==> src/pkg/ccb_regs.vh <==
// Encodings, field positions and constants for the coprocessor condition branch unit
`ifndef CCB_REGS_VH
`define CCB_REGS_VH

// Major opcodes (bits 31:26)
`define CCB_OP_MSB 31
`define CCB_OP_LSB 26
`define CCB_OP_COP0 6'h10
`define CCB_OP_COP1 6'h11
`define CCB_OP_SECOND_COPROCESSOR_OPCODE 6'h12
`define CCB_OP_REGIMM 6'h01
`define CCB_OP_SPECIAL 6'h00
`define CCB_OP_J 6'h02
`define CCB_OP_JAL 6'h03
`define CCB_OP_BEQ 6'h04
`define CCB_OP_BGTZ 6'h07
`define CCB_OP_BEQL 6'h14
`define CCB_OP_BGTZL 6'h17
`define CCB_OP_POP10 6'h32
`define CCB_OP_POP30 6'h3e

// Sub-opcode field (bits 25:21)
`define CCB_RS_MSB 25
`define CCB_RS_LSB 21
`define CCB_RS_BC 5'h08
`define CCB_RS_EQZ 5'h09
`define CCB_RS_NEZ 5'h0d
`define CCB_RS_CO 5'h10

// Condition selector and legacy control bits
`define CCB_SEL_MSB 20
`define CCB_SEL_LSB 16
`define CCB_CC_MSB 20
`define CCB_CC_LSB 18
`define CCB_ND_BIT 17
`define CCB_TF_BIT 16

// Immediate offset and target arithmetic
`define CCB_OFF_MSB 15
`define CCB_OFF_LSB 0
`define CCB_OFF_SHIFT 2
`define CCB_INSN_BYTES 32'h00000004

// Function codes for the delay-slot check
`define CCB_FN_JR 6'h08
`define CCB_FN_JALR 6'h09
`define CCB_FN_SLL 6'h00
`define CCB_FN_EXCEPTION_RETURN 6'h18
`define CCB_FN_DEBUG_RETURN 6'h1f
`define CCB_FN_WAIT 6'h20
`define CCB_SHAMT_PAUSE 5'h05
`define CCB_RT_NAL 5'h10

`endif

==> src/hdl/ccb_branch_unit.v <==
// Coprocessor condition branch decode, evaluate and delay-slot control
`timescale 1ns/10ps
`include "ccb_regs.vh"

// Contract
// RQ1: Legacy FP true-likely branch taken when selected FP condition bit is one.
// RQ2: Untaken likely branch nullifies its delay-slot instruction.
// RQ3: Target is next-instruction address plus sign-extended offset shifted left two.
// RQ4: New cop-2 branches load PC with branch address plus four plus offset.
// RQ5: New cop-2 branches decoded by opcode 010010 and sub-op 01001 or 01101.
// RQ6: Equal-zero form taken on zero condition; not-equal-zero form on non-zero.
// RQ7: Five-bit selector goes to the coprocessor-2 interface.
// RQ8: New cop-2 branches always execute, never nullify, the delay slot.
// RQ9: Release 6 mode raises reserved instruction for a CTI in a delay slot.
// RQ10: CTIs are branches, jumps, link-without-branch, returns, wait and pause.
// RQ11: Coprocessor unusable raised when cop-2 access is disabled.
// RQ12: Legacy cop-2 false branch taken on zero condition; slot executes normally.
// RQ13: Legacy forms use three-bit code plus nullify and true/false bits.
// RQ14: Short assembler form encodes code zero, tested as condition zero.
// RQ15: FP condition bits come from the FP compare, selected by the code.
// RQ16: In single-code mode condition comes from the FPU condition signal.
// RQ17: Release 6 rejects legacy FP likely; it also flags unimplemented operation (the code flags it for the true-likely form only).
// RQ18: Software keeps CTIs out of legacy delay slots.
// RQ19: Likely forms predicted taken, without touching prediction tables.
// RQ20: Coprocessor designer defines the selector meaning.
// RQ21: Evaluate in branch stage, redirect in the following stage after the slot.
module ccb_branch_unit
(
  // Clock and reset
  input wire ref_clk_i,
  input wire rst_b_i,
  // Decode stage
  input wire insn_valid_i,
  input wire [31:0] insn_i,
  input wire [31:0] pc_i,
  // Configuration
  input wire rel6_mode_i,
  input wire single_cc_mode_i,
  input wire cop1_enable_i,
  input wire second_coprocessor_opcode_enable_i,
  // Coprocessor conditions
  input wire [7:0] fp_cond_codes_i,
  input wire fpu_condition_signal_i,
  input wire second_coprocessor_opcode_cond_i,
  // Coprocessor-2 selector
  output wire [4:0] second_coprocessor_opcode_cond_select_o,
  // Branch outcome
  output reg branch_decoded_o,
  output reg redirect_o,
  output reg [31:0] redirect_pc_o,
  output reg nullify_slot_o,
  output reg predict_taken_o,
  output reg predictor_update_o,
  // Exceptions
  output reg exc_cop_unusable_o,
  output reg [1:0] exc_cop_num_o,
  output reg exc_reserved_o,
  output reg exc_unimpl_op_o
);

  localparam ST_IDLE = 2'b01;
  localparam ST_SLOT = 2'b10;

  reg [1:0] state;
  reg [1:0] next_state;
  reg pend_taken;
  reg pend_likely;
  reg [31:0] pend_target;

  wire [5:0] op;
  wire [4:0] rs;
  wire [2:0] cond_code_select;
  wire nullify_delay_bit;
  wire true_false_bit;
  wire [31:0] target;
  wire slot_is_cti;

  assign op = insn_i[`CCB_OP_MSB:`CCB_OP_LSB];
  assign rs = insn_i[`CCB_RS_MSB:`CCB_RS_LSB];
  assign cond_code_select = insn_i[`CCB_CC_MSB:`CCB_CC_LSB]; // RQ13 RQ14
  assign nullify_delay_bit = insn_i[`CCB_ND_BIT]; // RQ13
  assign true_false_bit = insn_i[`CCB_TF_BIT]; // RQ13
  assign second_coprocessor_opcode_cond_select_o = insn_i[`CCB_SEL_MSB:`CCB_SEL_LSB]; // RQ7 RQ20

  ccb_target_calc u_target
  (
    .pc_i(pc_i),
    .offset_i(insn_i[`CCB_OFF_MSB:`CCB_OFF_LSB]),
    .target_o(target)
  );

  ccb_cti_detect u_cti
  (
    .insn_i(insn_i),
    .is_cti_o(slot_is_cti)
  );

  // Instruction classes
  wire is_fp_legacy;
  wire is_c2_legacy;
  wire is_c2_new;
  wire fp_true_likely_branch;
  wire cop_two_false_branch;
  wire cop_two_eqz_branch;
  wire cop_two_nez_branch;

  assign is_fp_legacy = (op == `CCB_OP_COP1) && (rs == `CCB_RS_BC);
  assign is_c2_legacy = (op == `CCB_OP_SECOND_COPROCESSOR_OPCODE) && (rs == `CCB_RS_BC);
  assign cop_two_eqz_branch = (op == `CCB_OP_SECOND_COPROCESSOR_OPCODE) && (rs == `CCB_RS_EQZ); // RQ5
  assign cop_two_nez_branch = (op == `CCB_OP_SECOND_COPROCESSOR_OPCODE) && (rs == `CCB_RS_NEZ); // RQ5
  assign is_c2_new = cop_two_eqz_branch | cop_two_nez_branch;
  assign fp_true_likely_branch = is_fp_legacy && nullify_delay_bit && true_false_bit;
  assign cop_two_false_branch = is_c2_legacy && !nullify_delay_bit && !true_false_bit;

  // FP condition: selected code, or the lone condition signal in single-code mode
  reg fp_cond;
  always @*
  begin
    if (single_cc_mode_i)
      fp_cond = fpu_condition_signal_i; // RQ16
    else
      fp_cond = fp_cond_codes_i[cond_code_select]; // RQ15 RQ14
  end

  // Decode-stage evaluation
  reg dec_branch;
  reg dec_taken;
  reg dec_likely;
  reg dec_cu;
  reg [1:0] dec_cu_num;
  reg dec_ri;
  reg dec_unimpl;
  always @*
  begin
    dec_branch = 1'b0;
    dec_taken = 1'b0;
    dec_likely = 1'b0;
    dec_cu = 1'b0;
    dec_cu_num = 2'd0;
    dec_ri = 1'b0;
    dec_unimpl = 1'b0;
    if (is_fp_legacy)
    begin
      if (rel6_mode_i)
      begin
        dec_ri = 1'b1; // RQ17
        dec_unimpl = fp_true_likely_branch; // RQ17
      end
      else if (!cop1_enable_i)
      begin
        dec_cu = 1'b1;
        dec_cu_num = 2'd1;
      end
      else
      begin
        dec_branch = 1'b1;
        dec_likely = nullify_delay_bit;
        dec_taken = (fp_cond == true_false_bit); // RQ1
      end
    end
    else if (is_c2_legacy)
    begin
      if (rel6_mode_i)
        dec_ri = 1'b1; // RQ13
      else if (!second_coprocessor_opcode_enable_i)
      begin
        dec_cu = 1'b1; // RQ11
        dec_cu_num = 2'd2;
      end
      else
      begin
        dec_branch = 1'b1;
        dec_likely = nullify_delay_bit;
        dec_taken = (second_coprocessor_opcode_cond_i == true_false_bit); // RQ12
      end
    end
    else if (is_c2_new)
    begin
      if (!rel6_mode_i)
        dec_ri = 1'b1;
      else if (!second_coprocessor_opcode_enable_i)
      begin
        dec_cu = 1'b1; // RQ11
        dec_cu_num = 2'd2;
      end
      else
      begin
        dec_branch = 1'b1;
        dec_likely = 1'b0; // RQ8
        dec_taken = cop_two_nez_branch ? second_coprocessor_opcode_cond_i : !second_coprocessor_opcode_cond_i; // RQ6
      end
    end
  end

  // Next-state logic
  always @*
  begin
    next_state = state;
    case (state)
      ST_IDLE:
      begin
        if (insn_valid_i && dec_branch)
          next_state = ST_SLOT; // RQ21
      end
      ST_SLOT:
      begin
        if (insn_valid_i)
          next_state = ST_IDLE;
      end
      default:
        next_state = ST_IDLE;
    endcase
  end

  wire in_slot;
  wire slot_fire;
  wire decode_fire;
  wire branch_accept;
  wire slot_trap;
  assign in_slot = (state == ST_SLOT);
  assign slot_fire = in_slot && insn_valid_i;
  // A branch standing in a delay slot is never decoded as a branch
  assign decode_fire = !in_slot && insn_valid_i;
  assign branch_accept = decode_fire && dec_branch;
  // In Release 6 mode a transfer in the slot is refused and cancels the pending redirect
  assign slot_trap = slot_fire && rel6_mode_i && slot_is_cti; // RQ9 RQ10

  // Branch waiting for its delay slot, kept apart from the output pulses
  always @(posedge ref_clk_i or negedge rst_b_i)
  begin
    if (!rst_b_i)
    begin
      state <= ST_IDLE;
      pend_taken <= 1'b0;
      pend_likely <= 1'b0;
      pend_target <= 32'h00000000;
    end
    else
    begin
      state <= next_state;
      if (branch_accept)
      begin
        pend_taken <= dec_taken;
        pend_likely <= dec_likely;
        pend_target <= target; // RQ3 RQ4
      end
    end
  end

  // Outputs: one-cycle pulses, except the target and the unit number
  always @(posedge ref_clk_i or negedge rst_b_i)
  begin
    if (!rst_b_i)
    begin
      branch_decoded_o <= 1'b0;
      redirect_o <= 1'b0;
      redirect_pc_o <= 32'h00000000;
      nullify_slot_o <= 1'b0;
      predict_taken_o <= 1'b0;
      predictor_update_o <= 1'b0;
      exc_cop_unusable_o <= 1'b0;
      exc_cop_num_o <= 2'd0;
      exc_reserved_o <= 1'b0;
      exc_unimpl_op_o <= 1'b0;
    end
    else
    begin
      branch_decoded_o <= 1'b0;
      redirect_o <= 1'b0;
      nullify_slot_o <= 1'b0;
      predict_taken_o <= 1'b0;
      predictor_update_o <= 1'b0;
      exc_cop_unusable_o <= 1'b0;
      exc_reserved_o <= 1'b0;
      exc_unimpl_op_o <= 1'b0;
      if (decode_fire)
      begin
        exc_cop_unusable_o <= dec_cu; // RQ11
        exc_reserved_o <= dec_ri;
        exc_unimpl_op_o <= dec_unimpl;
        // Unit number stays until the next refused coprocessor access
        if (dec_cu)
          exc_cop_num_o <= dec_cu_num;
        if (dec_branch)
        begin
          branch_decoded_o <= 1'b1;
          predict_taken_o <= dec_likely ? 1'b1 : dec_taken; // RQ19
          predictor_update_o <= !dec_likely; // RQ19
        end
      end
      if (slot_trap)
        exc_reserved_o <= 1'b1; // RQ9 RQ18
      else if (slot_fire)
      begin
        if (pend_taken)
        begin
          redirect_o <= 1'b1; // RQ21 RQ1 RQ12
          redirect_pc_o <= pend_target;
        end
        else if (pend_likely)
          nullify_slot_o <= 1'b1; // RQ2
      end
    end
  end

endmodule

==> src/hdl/ccb_cti_detect.v <==
// Classifies an instruction word as a control-transfer instruction
`timescale 1ns/10ps
`include "ccb_regs.vh"

module ccb_cti_detect
(
  // Instruction under test
  input wire [31:0] insn_i,
  // Result
  output reg is_cti_o
);

  wire [5:0] op;
  wire [4:0] rs;
  wire [4:0] rt;
  wire [5:0] fn;

  assign op = insn_i[31:26];
  assign rs = insn_i[25:21];
  assign rt = insn_i[20:16];
  assign fn = insn_i[5:0];

  // Branches, jumps, link-without-branch, exception/debug returns, wait, pause
  always @*
  begin
    is_cti_o = 1'b0; // RQ10
    if (op == `CCB_OP_J || op == `CCB_OP_JAL)
      is_cti_o = 1'b1;
    else if (op >= `CCB_OP_BEQ && op <= `CCB_OP_BGTZ)
      is_cti_o = 1'b1;
    else if (op >= `CCB_OP_BEQL && op <= `CCB_OP_BGTZL)
      is_cti_o = 1'b1;
    else if (op == `CCB_OP_POP10 || op == `CCB_OP_POP30)
      is_cti_o = 1'b1;
    else if (op == `CCB_OP_REGIMM)
      is_cti_o = 1'b1;
    else if ((op == `CCB_OP_COP1 || op == `CCB_OP_SECOND_COPROCESSOR_OPCODE) &&
             (rs == `CCB_RS_BC || rs == `CCB_RS_EQZ || rs == `CCB_RS_NEZ))
      is_cti_o = 1'b1;
    else if (op == `CCB_OP_SPECIAL && (fn == `CCB_FN_JR || fn == `CCB_FN_JALR))
      is_cti_o = 1'b1;
    else if (op == `CCB_OP_SPECIAL && fn == `CCB_FN_SLL && rs == 5'h00 && rt == 5'h00 &&
             insn_i[15:11] == 5'h00 && insn_i[10:6] == `CCB_SHAMT_PAUSE)
      is_cti_o = 1'b1;
    else if (op == `CCB_OP_COP0 && rs[4] &&
             (fn == `CCB_FN_EXCEPTION_RETURN || fn == `CCB_FN_DEBUG_RETURN || fn == `CCB_FN_WAIT))
      is_cti_o = 1'b1;
  end

endmodule

==> src/hdl/ccb_target_calc.v <==
// Branch target adder: next-instruction address plus scaled, sign-extended offset
`timescale 1ns/10ps
`include "ccb_regs.vh"

module ccb_target_calc
(
  // Branch address and immediate
  input wire [31:0] pc_i,
  input wire [15:0] offset_i,
  // Target
  output wire [31:0] target_o
);

  wire [17:0] scaled;
  wire [31:0] ext;

  assign scaled = {offset_i, 2'b00};
  assign ext = {{14{scaled[17]}}, scaled};
  assign target_o = pc_i + `CCB_INSN_BYTES + ext; // RQ3 RQ4

endmodule

==> config.mk <==
export PLATFORM = sky130hd
export DESIGN_NAME = ccb_branch_unit
export DESIGN_NICKNAME = d
export VERILOG_FILES = /design/src/hdl/ccb_branch_unit.v /design/src/hdl/ccb_cti_detect.v /design/src/hdl/ccb_target_calc.v
export VERILOG_INCLUDE_DIRS = /design/src /design/src/pkg
export SDC_FILE = /design/constraint.sdc
export NUM_CORES = 1
export LEC_CHECK = 0
export BUFFER_PORTS_ARGS = -buffer_cell sky130_fd_sc_hd__buf_4
export CAP_MARGIN = 20
export CELL_PAD_IN_SITES_DETAIL_PLACEMENT = 2
export CELL_PAD_IN_SITES_GLOBAL_PLACEMENT = 2
export CORE_UTILIZATION = 36
export CTS_BUF_LIST = sky130_fd_sc_hd__clkbuf_4
export DETAILED_ROUTE_END_ITERATION = 16
export GPL_ROUTABILITY_DRIVEN = 0
export PLACE_DENSITY_LB_ADDON = 0.25
export SLEW_MARGIN = 30
export SYNTH_ARGS = -nofsm -noshare
export SYNTH_HDL_FRONTEND = slang
export SYNTH_SLANG_ARGS = --single-unit
==> constraint.sdc <==
create_clock -name ref_clk_i -period 5.4 [get_ports ref_clk_i]
set_input_delay 0 -clock ref_clk_i [delete_from_list [all_inputs] [get_ports ref_clk_i]]
set_output_delay 0 -clock ref_clk_i [all_outputs]
set_load 0.005 [all_outputs]
==> results.sh <==
export IMPL_status="complete, no violations"
export IMPL_clkPwrFrac=0.257
export IMPL_worst_slew_pin_slew_ns=0.8454
export IMPL_hold_viol_final=0
export IMPL_r2r_start="state[0]"
export IMPL_first_pass_iters=5
export IMPL_clockBufferDepth=2
export IMPL_synth_edf_count=0
export IMPL_setup_slack_ns=2.309
export IMPL_portBuffers=127
export IMPL_finalSetupViolCount=0
export IMPL_cts_root_buf="clkbuf_4"
export IMPL_finalCritPeriodShare=0.5723
export IMPL_drv_slew=0
export IMPL_multi_input_area_um2=3044
export IMPL_synth_cells=531
export IMPL_cts_resized=0
export IMPL_fp_coreArea_um2=13930
export IMPL_die_area_um2=14810
export IMPL_vdd_ir_drop_max_mv=0.08311
export IMPL_arrival_ns=3.44
export IMPL_critPathLaunch="pc_i[2]"
export IMPL_start_util=0.3701
export IMPL_fin_area_um2=6555
export IMPL_crit_type="input port to register"
export IMPL_cp_required_ns=5.75
export IMPL_synth_area_um2=5157
export IMPL_rsz0062_at_grt="false"
export IMPL_path_max_fanout=4
export IMPL_ys_seq_elements=78
export IMPL_swShare=0.3433
export IMPL_hp_class="input port to register"
export IMPL_drt_iter0_drc=168
export IMPL_combPwrFrac=0.289
export IMPL_endpoint_kind="register"
export IMPL_synthDistinctLibCells=67
export IMPL_cp_cell_sequence="dlygate4sd3_1 > buf_4 > inv_1 > ha_1 > inv_1 > ha_1 > fa_1 > a211oi_1 > o21ai_0 > nand3_1 > a2111oi_0 > o31ai_1 > and3_1 > o31ai_1"
export IMPL_drtAntennaViolNets=0
export IMPL_drt_wl_total_mm=16.91
export IMPL_hpwl_mm=12.88
export IMPL_placed_cell_area_um2=6262
export IMPL_synth_top_area_frac=0.3736
export IMPL_grt_pass1_wl_mm=27.57
export IMPL_tns_ns=0
export IMPL_drt_wirelength_per_cell_um=19.76
export IMPL_rows=43
export IMPL_yosys_warnings=0
export IMPL_vias=4724
export IMPL_worstSkewPairLatency_ns=0.46
export IMPL_dieWidth_um=121.7
export IMPL_max_cap_violations=0
export IMPL_cts_tree="done"
export IMPL_gr_usage_all_layers=0.2433
export IMPL_synth_area_top_cells="dfrtp_1, ha_1, mux2_1"
export IMPL_cts_sinks=78
export IMPL_fill_cells=1457
export IMPL_via_per_inst=5.519
export IMPL_grt_antenna_before_repair=1
export IMPL_total_leakage_power_nw=3.315
export IMPL_p_int_w=0.0008504
export IMPL_post_route_util=0.4704
export IMPL_htreeDepth=3
export IMPL_fp_dieH_um=121.7
export IMPL_synth_nets=670
export IMPL_seq_area_um2=1953
export IMPL_area_growth_pct=27.10
export IMPL_avgSynthCellArea_um2=9.713
export IMPL_cp_slowest_stage_delay_ns=0.63
export IMPL_io_pins=128
export IMPL_dp_slack_ns=2.306
export IMPL_grt_pass1_vias=5339
export IMPL_drive_gt1_frac=0.2370
export IMPL_hold_start="pc_i[3]"
export IMPL_finalNetCount=809
export IMPL_timing_fmax_mhz=323.6
export IMPL_layout_common_cells="buf_4, dfrtp_1, nand2_1"
export IMPL_yosysTopAreaCell="dfrtp_1"
export IMPL_postSynth_asyncResetShare=1.000
export IMPL_ys_seq_area_frac=0.3787
export IMPL_layout_commonest_cell="buf_4"
export IMPL_route_detailed_drc=0
export IMPL_startpoint_type="input port"
export IMPL_grt_max_degree=79
export IMPL_p_switching_w=0.0004445
export IMPL_period_minus_slack_ns=3.091
export IMPL_skew_ns=0.02092
export IMPL_grt_overflow=0
export IMPL_clkSlewWorstSetupHoldPaths_ns=0.15
export IMPL_cts_made_buffers=9
export IMPL_p_seq_frac=0.455
export IMPL_slew_headroom=0.4343
export IMPL_power_density_nw_per_um2=197.6
export IMPL_ys_flop_type="dfrtp_1"
export IMPL_finalPower_w=0.001295
export IMPL_cp_slowest_cell="a2111oi_0"
[metal layers]
layer,vias to the layer above,track usage,share of wire
met5,-,0,0
met4,0,0.09414,0.021
met3,25,0.04307,0.042
met2,126,0.4354,0.51
met1,2339,0.2876,0.43
li1,2234,-,-
[cell type report]
cell class / instances / area share
clock buffer: 10 / 0.01145
multi-input combinational: 417 / 0.4644
timing repair buffer: 146 / 0.1743
inverter: 18 / 0.01031
sequential: 78 / 0.2980
clock inverter: 6 / 0.006872
antenna: 1 / 0.0003818
tap: 180 / 0.03436
[synthesized netlist by cell type (3+ instances only)]
cell      number
a211oi_1       9
nand3_1       11
xor2_1         8
a21o_1         6
nand2_1       73
or4_1          3
or3_1          5
dfrtp_1       77
mux2_1        29
nor3b_1        3
o211ai_1       3
o21ai_0       37
inv_1         18
nor3_1        10
buf_4          8
o31ai_1       11
xnor2_1       11
mux2_2         3
nand4_1        5
nor4_1        10
ha_1          57
a22oi_1        4
and3_1         6
nor2b_1        6
nor2_1        26
a21oi_1       29
clkbuf_1       8
and4_1         3
[sequential cells by signal, summed over array words and instances (netlist names), 2 cells and up]
| signal | cells |
|---|---|
| pend_target | 32 |
| exc_cop_num_o | 2 |
| redirect_pc_o | 32 |
| state | 2 |
[power groups by stage]
stage          registers [W]  clock network (W)  logic, W
2_1_floorplan       0.000599                  0  0.000211
3_3_place_gp        0.000600                  0  0.000343
3_5_place_dp        0.000600                  0  0.000363
4_1_cts             0.000589           0.000347  0.000376
5_1_grt             0.000589           0.000365  0.000416
6_report            0.000589           0.000333  0.000374
[critical path: cells and delay by family]
kind                       cells  cell delay (ns)
AOI/OAI and AO/OA              5             1.54
and+or+nand+nor                2             0.51
adders and majority gates      3             0.64
buffers and inverters          4             0.74
[per-stage QoR]
| step | std cells | hold WS, ns |
|---|---|---|
| 5_1_grt | 856 | 0.06962 |
| 3_3_place_gp | 822 | 0.1994 |
| 3_5_place_dp | 822 | 0.09798 |
| 4_1_cts | 855 | 0.01328 |
| 2_1_floorplan | 531 | -0.2956 |
| 6_report | 856 | 0.04301 |
[final timing paths]
path                                          end  slack, ns  depth (start not counted)
worst min-delay path               pend_target[3]       0.04                          5
min in group asynchronous         pend_target[28]       0.13                          2
worst max-delay path              pend_target[23]       2.31                         14
worst max register to register    pend_target[31]       2.90                          7
max in group asynchronous       redirect_pc_o[25]       4.75                          2
worst min register to register   redirect_pc_o[9]       0.49                          1
[timing repair]
item	in CTS	in global routing
setup buffers	0	0
hold endpoints to repair	93	0
hold buffers	17	0
[cell families after synthesis]
logic type	Yosys count	share of synthesized area
compound gates	127	0.1587
flops	78	0.3787
simple gates	177	0.1735
buf+inv	36	0.03226
fa+ha+maj	58	0.1422
mux	36	0.08248
xor+xnor	19	0.03227
No activity file was read; power rests on OpenSTA's default activity.
